### src/cond_pkg.sv
// Package with widths, condition codes and carrier structs for conditional inputs
package cond_pkg;
  // ----------------------------------------
  // Widths
  // ----------------------------------------
  localparam int PORT_W = 8;
  localparam int WORD_W = 32;
  localparam int PCNT_W = 16;
  localparam logic [WORD_W-1:0] WORD_RST = 32'h0000_0000;
  localparam logic [PORT_W-1:0] PINS_RST = 8'h00;

  // ----------------------------------------
  // Condition codes
  // ----------------------------------------
  typedef enum logic [2:0] {
    COND_NONE,
    COND_EQ,
    COND_NEQ,
    COND_EQ_AT,
    COND_NEQ_AT
  } cond_t;

  // Port input request from the thread
  typedef struct packed {
    logic valid;
    cond_t cond;
    logic [WORD_W-1:0] val;
    logic [PCNT_W-1:0] time_val;
  } port_req_t;

  // Timer input request from the thread
  typedef struct packed {
    logic valid;
    logic after_en;
    logic [WORD_W-1:0] val;
  } tmr_req_t;
endpackage : cond_pkg

### src/after_cmp.sv
// Wrapping compare: is count a later than count b
`timescale 1ns/10ps
`default_nettype none
module after_cmp
  import cond_pkg::*;
(
  input wire logic [cond_pkg::WORD_W-1:0] i_a,
  input wire logic [cond_pkg::WORD_W-1:0] i_b,
  output logic o_after
);
  logic [WORD_W-1:0] diff;

  // ----------------------------------------
  // Signed difference test
  // ----------------------------------------
  // RULE7: signed difference positive
  always_comb begin
    diff = i_a - i_b;
    o_after = ($signed(diff) > $signed(WORD_RST));
  end
endmodule : after_cmp
`default_nettype wire

### src/port_timer_input_conditions.sv
// Conditional port and timer input logic
// Operation
// RULE1: Equality: port input pending until pins equal truncated compare value.
// RULE2: Inequality: port input pending until pins differ from truncated compare value.
// RULE3: Timed equality: ready when pins match and port counter equals time.
// RULE4: Timed inequality: ready when pins differ and port counter equals time.
// RULE5: Thread uses timed conditions only on unbuffered ports.
// RULE6: Timer after-condition: pending until timer later than compare value.
// RULE7: A later than B when signed wrapping difference A minus B exceeds zero.
`timescale 1ns/10ps
`default_nettype none
module port_timer_input_conditions
  import cond_pkg::*;
(
  input wire logic i_clk,
  input wire logic i_srst,
  input wire logic i_ce,
  input wire logic [cond_pkg::PORT_W-1:0] i_pins,
  input wire cond_pkg::port_req_t i_port_req,
  input wire cond_pkg::tmr_req_t i_tmr_req,
  output logic o_port_busy,
  output logic o_port_ready,
  output logic [cond_pkg::PORT_W-1:0] o_port_data,
  output logic [cond_pkg::PCNT_W-1:0] o_port_count,
  output logic o_tmr_busy,
  output logic o_tmr_ready,
  output logic [cond_pkg::WORD_W-1:0] o_tmr_data
);
  import cond_pkg::*;

  typedef enum logic [1:0] {IDLE, WAIT} pst_t;

  // Pins compare against low port-width bits of the value
  function automatic logic pins_hit(input cond_t c, input logic [PORT_W-1:0] p,
                                    input logic [WORD_W-1:0] v);
    logic eq;
    eq = (p == v[PORT_W-1:0]);
    pins_hit = (c == COND_EQ || c == COND_EQ_AT) ? eq : !eq;
  endfunction : pins_hit

  // Port side state
  pst_t pst_q, pst_d;
  logic pbusy_q, pbusy_d;
  cond_t cond_q, cond_d;
  logic [WORD_W-1:0] pval_q, pval_d;
  logic [PCNT_W-1:0] ptime_q, ptime_d;
  logic [PCNT_W-1:0] pcnt_q, pcnt_d;
  logic prdy_q, prdy_d;
  logic [PORT_W-1:0] pdat_q, pdat_d;
  // Timer side state
  logic tbusy_q, tbusy_d;
  logic [WORD_W-1:0] tval_q, tval_d;
  logic [WORD_W-1:0] tcnt_q, tcnt_d;
  logic trdy_q, trdy_d;
  logic [WORD_W-1:0] tdat_q, tdat_d;
  logic tmr_after;
  logic hit;

  // ----------------------------------------
  // Timer compare
  // ----------------------------------------
  after_cmp u_after (
    .i_a(tcnt_q),
    .i_b(tval_q),
    .o_after(tmr_after)
  );

  // ----------------------------------------
  // Port side next state
  // ----------------------------------------
  // Take a request when idle, then test the pins on every enabled cycle
  always_comb begin
    pst_d = pst_q;
    cond_d = cond_q;
    pval_d = pval_q;
    ptime_d = ptime_q;
    prdy_d = 1'b0;
    pdat_d = pdat_q;
    hit = 1'b0;
    unique case (pst_q)
      IDLE: begin
        if (i_port_req.valid && i_port_req.cond != COND_NONE) begin
          pst_d = WAIT;
          cond_d = i_port_req.cond;
          pval_d = i_port_req.val;
          ptime_d = i_port_req.time_val;
        end else if (i_port_req.valid) begin
          // Unconditional input completes at once
          prdy_d = 1'b1;
          pdat_d = i_pins;
        end
      end
      WAIT: begin
        // RULE1: equality match
        // RULE2: inequality match
        hit = pins_hit(cond_q, i_pins, pval_q);
        // RULE3: timed equality gate
        // RULE4: timed inequality gate
        // RULE5: no buffering here, so timed forms always apply
        if (cond_q == COND_EQ_AT || cond_q == COND_NEQ_AT) begin
          hit = hit && (pcnt_q == ptime_q);
        end
        if (hit) begin
          pst_d = IDLE;
          prdy_d = 1'b1;
          pdat_d = i_pins;
        end
      end
    endcase
    // Busy is registered so the output comes straight from a flop
    pbusy_d = (pst_d == WAIT);
  end

  // Port registers
  always_ff @(posedge i_clk) begin
    if (i_srst) begin
      pst_q <= IDLE;
      pbusy_q <= 1'b0;
      cond_q <= COND_NONE;
      pval_q <= WORD_RST;
      ptime_q <= '0;
      prdy_q <= 1'b0;
      pdat_q <= PINS_RST;
    end else if (i_ce) begin
      pst_q <= pst_d;
      pbusy_q <= pbusy_d;
      cond_q <= cond_d;
      pval_q <= pval_d;
      ptime_q <= ptime_d;
      prdy_q <= prdy_d;
      pdat_q <= pdat_d;
    end
  end

  // ----------------------------------------
  // Port counter
  // ----------------------------------------
  // Free-running, so a timed input can aim at any slot in the next wrap
  always_comb begin
    pcnt_d = pcnt_q + 16'h0001;
  end

  // Counter register, frozen with the rest while the enable is low
  always_ff @(posedge i_clk) begin
    if (i_srst) begin
      pcnt_q <= '0;
    end else if (i_ce) begin
      pcnt_q <= pcnt_d;
    end
  end

  // ----------------------------------------
  // Timer side next state
  // ----------------------------------------
  always_comb begin
    tbusy_d = tbusy_q;
    tval_d = tval_q;
    trdy_d = 1'b0;
    tdat_d = tdat_q;
    if (!tbusy_q && i_tmr_req.valid) begin
      if (i_tmr_req.after_en) begin
        tbusy_d = 1'b1;
        tval_d = i_tmr_req.val;
      end else begin
        trdy_d = 1'b1;
        tdat_d = tcnt_q;
      end
    end else if (tbusy_q) begin
      // RULE6: release once timer is after value
      if (tmr_after) begin
        tbusy_d = 1'b0;
        trdy_d = 1'b1;
        tdat_d = tcnt_q;
      end
    end
  end

  // Timer registers
  always_ff @(posedge i_clk) begin
    if (i_srst) begin
      tbusy_q <= 1'b0;
      tval_q <= WORD_RST;
      trdy_q <= 1'b0;
      tdat_q <= WORD_RST;
    end else if (i_ce) begin
      tbusy_q <= tbusy_d;
      tval_q <= tval_d;
      trdy_q <= trdy_d;
      tdat_q <= tdat_d;
    end
  end

  // ----------------------------------------
  // Timer counter
  // ----------------------------------------
  // Wraps silently; the signed compare keeps ordering across the wrap
  always_comb begin
    tcnt_d = tcnt_q + 32'h0000_0001;
  end

  // Timer count register
  always_ff @(posedge i_clk) begin
    if (i_srst) begin
      tcnt_q <= WORD_RST;
    end else if (i_ce) begin
      tcnt_q <= tcnt_d;
    end
  end

  // ----------------------------------------
  // Outputs, all from flops
  // ----------------------------------------
  assign o_port_busy = pbusy_q;
  assign o_port_ready = prdy_q;
  assign o_port_data = pdat_q;
  assign o_port_count = pcnt_q;
  assign o_tmr_busy = tbusy_q;
  assign o_tmr_ready = trdy_q;
  assign o_tmr_data = tdat_q;
endmodule : port_timer_input_conditions
`default_nettype wire

### config.mk
export PLATFORM = sky130hd
export DESIGN_NAME = port_timer_input_conditions
export DESIGN_NICKNAME = d
export VERILOG_FILES = /design/src/cond_pkg.sv /design/src/after_cmp.sv /design/src/port_timer_input_conditions.sv
export SDC_FILE = /design/constraint.sdc
export NUM_CORES = 1
export LEC_CHECK = 0
export ABC_AREA = 1
export CELL_PAD_IN_SITES_DETAIL_PLACEMENT = 1
export CELL_PAD_IN_SITES_GLOBAL_PLACEMENT = 1
export CORE_MARGIN = 2
export CORE_UTILIZATION = 50
export CTS_BUF_LIST = sky130_fd_sc_hd__clkbuf_8
export DETAILED_ROUTE_END_ITERATION = 8
export DONT_BUFFER_PORTS = 1
export GPL_TIMING_DRIVEN = 0
export MAX_ROUTING_LAYER = met4
export PLACE_DENSITY = 0.95
export SLEW_MARGIN = 20
export SYNTH_ARGS = -nofsm -noshare
export SYNTH_HDL_FRONTEND = slang
export SYNTH_HIERARCHICAL = 1
export SYNTH_SLANG_ARGS = --single-unit
export TNS_END_PERCENT = 10
### constraint.sdc
create_clock -name i_clk -period 4.5 [get_ports i_clk]
set_clock_uncertainty 0.15 [all_clocks]
set_input_delay 0.45 -clock i_clk [delete_from_list [all_inputs] [get_ports i_clk]]
set_output_delay 0.45 -clock i_clk [all_outputs]
set_load 0.03 [all_outputs]
==> results.toml, run 1 <==
[layout]
final_cell_mix = "nand2_1 (376), inv_1 (261), nor2_1 (213)"
syn2layout_area_growth_pct = 7.665
final_layout_size_suffix_gt1_frac = 0.07528
final_net_count = 1659
seq_area_um2 = 3063
layout_commonest_cell = "nand2_1"
multi_input_area_um2 = 5154
fillCellCount = 2603

[power]
comb_power_share = 0.199
fin_total_pwr_mw = 3.183
ir_worst_vdd_mv = 0.2042
power_switching_mw = 1.128
seq_power_share = 0.479
swShare = 0.3542
internal-power_mw = 2.056
leakage_nw = 4.729
p_clk_frac = 0.323
powerDensity_nw_per_um2 = 314.4

[synth]
yosysUniqueCellTypes = 47
synth_seq_area_share = 0.3257
avgSynthCellArea_um2 = 6.256
synth_compound_area_frac = 0.1284
synth-edff-count = 0
synth_top_family_by_area = "simple AND/OR/NAND/NOR gates"
synth-simple-area-share = 0.3560
syn-cell-area_um2 = 9403
synthFlopType = "dfxtp_1"
synthXorXnorAreaFrac = 0.01770
synth_nets = 1634
synth_fa_ha_area_frac = 0.04604
ys_seq_elements = 153
synthArstFlopShare = 0
yosysWarnings = 6
syn_inst = 1503
synthMuxAreaShare = 0

[grt]
grt_pass1_vias = 10760
overflow = 0
grt_max_degree = 17
grt_pass1_wl_um = 54200
grt_antenna_before_repair = 0
grtUsageTotal = 0.3577

[cts]
clk_latency_ns = 0.48
clockBufferDepth = 2
cts_num_sinks = 153
cts_setup_buffers = 0
cts_tree = "yes"
numCtsBuffers = 17
clkTransAtPathRegs_ns = 0.09
htreeDepth = 4
clock-root-buffer = "clkbuf_8"

[timing]
drv_slew = 0
holdWs_ns = 0.004905
period_minus_slack_ns = 4.235
period_share = 0.9412
hold_violations = 0
rsz0062_at_grt = "no"
timing.fmax_ghz = 0.2361
setup_violations = 0
final.setup.tns_ns = 0
worst_slack_ns = 0.2648
slew_headroom = 0.4448
tightest_slew_ns = 0.8328

[floorplan]
die_area_um2 = 19920
pin_count = 157
core_area_um2 = 18580
die_w_um = 141.1
row_count = 50
die_height_um = 141.1
floorplan.initialDensity = 0.5061

[critical_path]
critPathLaunchType = "flip-flop"
worstSetupEndpointType = "flip-flop"
cp_data_required_time_ns = 4.71
worstPathMaxFanout = 10
critical_path_arrival_ns = 4.44
critical_path_class = "reg -> reg"

[placed_design]
gp_congestion = 1.000
hpwlAfterDp_um = 25680
io_buffers = 0
dp_slack_ns = 0.4509

[hold_path]
hold_path_class = "in -> reg"

[detailed_routing]
wirelength_um = 34770
avgRoutedWirePerCell_um = 19.57
ant_nets = 0
drt-pass1-iter-count = 8
via_per_inst = 5.668
route.detailed.drc = 0
drt-initial-drc-count = 656
vias = 10070

[flow_run]
drv_cap = 0

[run_status]
status = "completed"
-- registers in the layout, summed over array words and instances (netlist names) --
signal / count
tval_q: 32
o_port_count: 16
ptime_q: 16
o_port_ready: 1
tcnt_q: 32
o_tmr_data: 32
o_port_busy: 1
o_tmr_ready: 1
pst_q: 2
o_port_data: 8
cond_q: 3
pval_q: 8
o_tmr_busy: 1
-- path summary, 6_finish.rpt --
kind,from,endpoint,slack [ns],depth (start not counted)
max,tcnt_q[0],o_tmr_data[13],0.26,25
min,i_tmr_req[12],tval_q[12],0.005,2
max reg2reg,tcnt_q[0],o_tmr_data[13],0.26,25
min reg2reg,ptime_q[7],ptime_q[7],0.32,2
-- layer usage --
| layer | vias to the layer above | part of all wire | GRT usage |
|---|---|---|---|
| li1 | 4749 | - | - |
| met1 | 4845 | 0.38 | 0.3695 |
| met2 | 351 | 0.52 | 0.6461 |
| met3 | 122 | 0.058 | 0.06929 |
| met4 | 0 | 0.045 | 0.1811 |
| met5 | - | 0 | - |
-- synth_stat cells (5+ instances only) --
| library cell | number | area, µm² |
|---|---|---|
| buf_2 | 9 | 45.04 |
| nand4_1 | 18 | 112.6 |
| clkbuf_1 | 24 | 90.09 |
| a21oi_1 | 87 | 435.4 |
| xnor2_1 | 7 | 61.31 |
| xor2_1 | 12 | 105.1 |
| a211oi_1 | 23 | 172.7 |
| nand3_1 | 71 | 355.3 |
| nor3_1 | 28 | 140.1 |
| nor2_2 | 14 | 87.58 |
| nand2_2 | 24 | 150.1 |
| dfxtp_1 | 153 | 3063 |
| inv_2 | 9 | 33.78 |
| nor2_1 | 213 | 799.5 |
| nand2_1 | 376 | 1411 |
| o21a_1 | 6 | 45.04 |
| and2_1 | 5 | 31.28 |
| inv_1 | 258 | 968.4 |
| a21oi_2 | 5 | 43.79 |
| o21ai_0 | 87 | 435.4 |
| ha_1 | 33 | 412.9 |
-- final cells by class --
class,count,share of cell area
Inverter,267,0.09900
Sequential cell,153,0.3026
Timing Repair Buffer,6,0.005932
Antenna cell,1,0.0002472
Multi-Input combinational cell,1045,0.5091
Clock buffer,17,0.02311
Clock inverter,15,0.01273
Buffer,38,0.01842
Tap cell,234,0.02892
-- power groups by stage --
stage	Combinational, mW	Clock [mW]	Sequential [mW]
finish	0.633	1.03	1.52
global route	0.695	1.08	1.53
CTS	0.618	1.03	1.52
detailed placement	0.595	0	1.55
global placement	0.560	0	1.55
floorplan	0.441	0	1.53
-- timing repair --
action,CTS,global route
hold endpoints to repair,6,0
gates resized for setup,0,4
hold buffers,6,0
setup endpoints to repair,0,12
-- critical path, cell delays in order, from the launching register on --
cell	delay (ns)
dfxtp_1	0.47
inv_1	0.10
ha_1	0.25
fa_1	0.44
inv_1	0.16
nand3_1	0.11
nand3_1	0.18
nand2_1	0.07
nand2_1	0.17
nand2_1	0.13
nand3_1	0.10
nand2_1	0.05
nand2_1	0.08
nor2_1	0.05
nand2_1	0.06
nor2_1	0.05
nand3_1	0.10
nand2_1	0.06
inv_1	0.11
inv_1	0.08
o21ai_0	0.14
nand3_1	0.16
inv_2	0.20
buf_2	0.29
nor2_1	0.07
a211oi_1	0.26
-- kinds of logic (layout without fill, tap and decap cells) --
kind of cell               after synthesis  count (layout)
adders and majority gates               34              34
xor gates and xnor gates                19              19
AOI/OAI and AO/OA                      217             217
and+or+nand+nor                        775             775
other                                    0               1
buffers and inverters                  305             343
DFF                                    153             153
-- metrics by stage --
stage	utilization	cell area [µm²]	std cells
floorplan	-	9403	1503
detailed placement	0.5218	9696	1737
global placement	0.5218	9696	1737
CTS	0.5446	10120	1775
finish	0.5448	10120	1776
global route	0.5447	10120	1775
Note: power is estimated with default switching activity, not from simulation.
==> run 2: changes to the inputs <==
--- a/config.mk
+++ b/config.mk
@@ -16,6 +16,7 @@
 export GPL_TIMING_DRIVEN = 0
 export MAX_ROUTING_LAYER = met4
 export PLACE_DENSITY = 0.95
+export SETUP_SLACK_MARGIN = 0.4
 export SLEW_MARGIN = 20
 export SYNTH_ARGS = -nofsm -noshare
 export SYNTH_HDL_FRONTEND = slang
==> run 2 against run 1 <==
Compared with the run above: sequential share of layout area is 0.073 points lower; critical endpoint is now o_tmr_data[9]; total power is 0.14% higher; critical path type unchanged; worst setup slack better by 0.30 ns; highest routed layer unchanged.
==> results.toml, run 2 (same netlist as run 1, synthesis figures left out) <==
[timing]
slew_headroom = 0.4476
rsz0062_at_grt = "yes"
period_minus_slack_ns = 3.935
period_share = 0.8744
tightest_slew_ns = 0.8286
drv_slew = 0
timing.fmax_ghz = 0.2542
worst_slack_ns = 0.5654
hold_violations = 0
setup_violations = 0
final.setup.tns_ns = 0

[detailed_routing]
route.detailed.drc = 0
drt-pass1-iter-count = 5
avgRoutedWirePerCell_um = 19.61
drt-initial-drc-count = 615
via_per_inst = 5.668
vias = 10060
wirelength_um = 34810
ant_nets = 0

[grt]
grt_use_met2 = 0.6492
grt_pass1_wl_um = 54160
globalRouteMet1Util = 0.3707
grt_antenna_before_repair = 0
grt.busiest_layer = "met2"
grt_max_degree = 17
grt_pass1_vias = 10740
overflow = 0
grt_util_met3 = 0.06827
grtUsageTotal = 0.3577

[critical_path]
critPathLaunchType = "flip-flop"
r2r-end = "o_tmr_data[9]"
critical_path_arrival_ns = 4.15
worstSetupEndpointType = "flip-flop"
cp_data_required_time_ns = 4.72
timing.critical_path.buf_inv = 6
crit_top_cell = "nand2_1"
crit_family = "simple AND/OR/NAND/NOR gates"
slowest_delay_ns = 0.45
worstPathMaxFanout = 10
reg2regPathDepth = 25
reg2reg_from = "tcnt_q[0]"
critical_path_class = "reg -> reg"
rrSetupSlack_ns = 0.57
cp_slowest_cell = "fa_1"

[floorplan]
die_w_um = 141.1
pin_count = 157
row_count = 50
floorplan.initialDensity = 0.5061
die_height_um = 141.1
core_area_um2 = 18580
die_area_um2 = 19920

[cts]
clk_latency_ns = 0.48
clkTransAtPathRegs_ns = 0.09
numCtsBuffers = 17
clockBufferDepth = 2
cts_setup_buffers = 0
cts_tree = "yes"
cts_num_sinks = 153
htreeDepth = 4
clock-root-buffer = "clkbuf_8"

[hold_path]
min_from = "i_tmr_req[12]"
hold_end = "tval_q[12]"
min_path_cells = 2
hold_path_class = "in -> reg"

[layout]
stdcell_area_um2 = 10150
final_net_count = 1659
layout_commonest_cell = "nand2_1"
syn2layout_area_growth_pct = 7.970
final_cell_mix = "nand2_1 (376), inv_1 (261), nor2_1 (213)"
n_antenna_cell = 0
final_layout_size_suffix_gt1_frac = 0.07982

[placed_design]
io_buffers = 0
gp_congestion = 1.000
dpl_cell_area_um2 = 9696
dp_slack_ns = 0.4509
hpwlAfterDp_um = 25680

[power]
ir_worst_vdd_mv = 0.2058
power_switching_mw = 1.130
powerDensity_nw_per_um2 = 314.0
p_clk_frac = 0.323
leakage_nw = 4.740
internal-power_mw = 2.058
swShare = 0.3545
seq_power_share = 0.478
comb_power_share = 0.199

[run_status]
status = "completed"

[flow_run]
drv_cap = 0
-- run 2: how the worst max path moves through the flow --
stage               from             end  slack (ns)  depth (start not counted)
2_1_floorplan  tcnt_q[0]  o_tmr_data[10]        1.48                         23
3_3_place_gp   tcnt_q[0]  o_tmr_data[25]        0.62                         24
3_5_place_dp   tcnt_q[0]  o_tmr_data[22]        0.45                         24
4_1_cts        tcnt_q[0]  o_tmr_data[18]        0.38                         25
5_1_grt        tcnt_q[0]  o_tmr_data[15]        0.34                         25
6_report       tcnt_q[0]   o_tmr_data[9]        0.57                         25
-- run 2: worst register-to-register path, cell delays in order (launching register included) --
cell and delay [ns]:
dfxtp_2 0.41, inv_1 0.08, ha_1 0.24, fa_1 0.45
inv_1 0.17, nand3_1 0.13, nand3_2 0.13, nand2_1 0.06
nand2_1 0.17, nand2_1 0.13, nand3_1 0.10, nand2_1 0.05
nand2_1 0.08, nor2_1 0.05, nand2_1 0.06, nor2_1 0.05
nand3_1 0.09, nand2_1 0.06, inv_1 0.10, inv_1 0.08
o21ai_0 0.19, nand3_2 0.16, inv_4 0.15, buf_4 0.21
nor2_1 0.06, a211oi_1 0.23
-- run 2: power groups by stage --
stage	Sequential [mW]	Clock [mW]	Combinational, mW
after floorplan	1.53	0	0.441
after global placement	1.55	0	0.560
after detailed placement	1.55	0	0.595
after CTS	1.52	1.03	0.618
after global routing	1.53	1.08	0.699
final	1.52	1.03	0.636
-- run 2: final cells by class --
type	instances	area, µm²
fill	2597	8428
multi-input combinational	1045	5174
clock buffer	17	234.0
buffer	38	193.9
timing repair buffer	6	60.06
inverter	267	1005
tap	234	292.8
clock inverter	15	128.9
sequential	153	3064
-- run 2: repair_timing --
item,CTS,global route
setup endpoints to repair,17,33
hold endpoints to repair,6,0
hold buffers,6,0
gates cloned,0,0
gates resized for setup,1,17
-- run 2: layer usage --
metal / up-vias / wire (µm)
met3: 110 / 2041
met5: - / 0
met4: 0 / 1490
met2: 376 / 18020
li1: 4738 / -
met1: 4837 / 13260
-- run 2: per-stage QoR --
| step | total power [mW] | utilization | cells | hold slack, ns |
|---|---|---|---|---|
| floorplan | 1.975 | - | 1503 | 0.2929 |
| detailed placement | 2.147 | 0.5218 | 1737 | 0.3110 |
| finish | 3.188 | 0.5464 | 1775 | 0.0008505 |
| global placement | 2.107 | 0.5218 | 1737 | 0.3028 |
| global route | 3.311 | 0.5464 | 1775 | 0.03085 |
| CTS | 3.169 | 0.5446 | 1775 | 0.002616 |
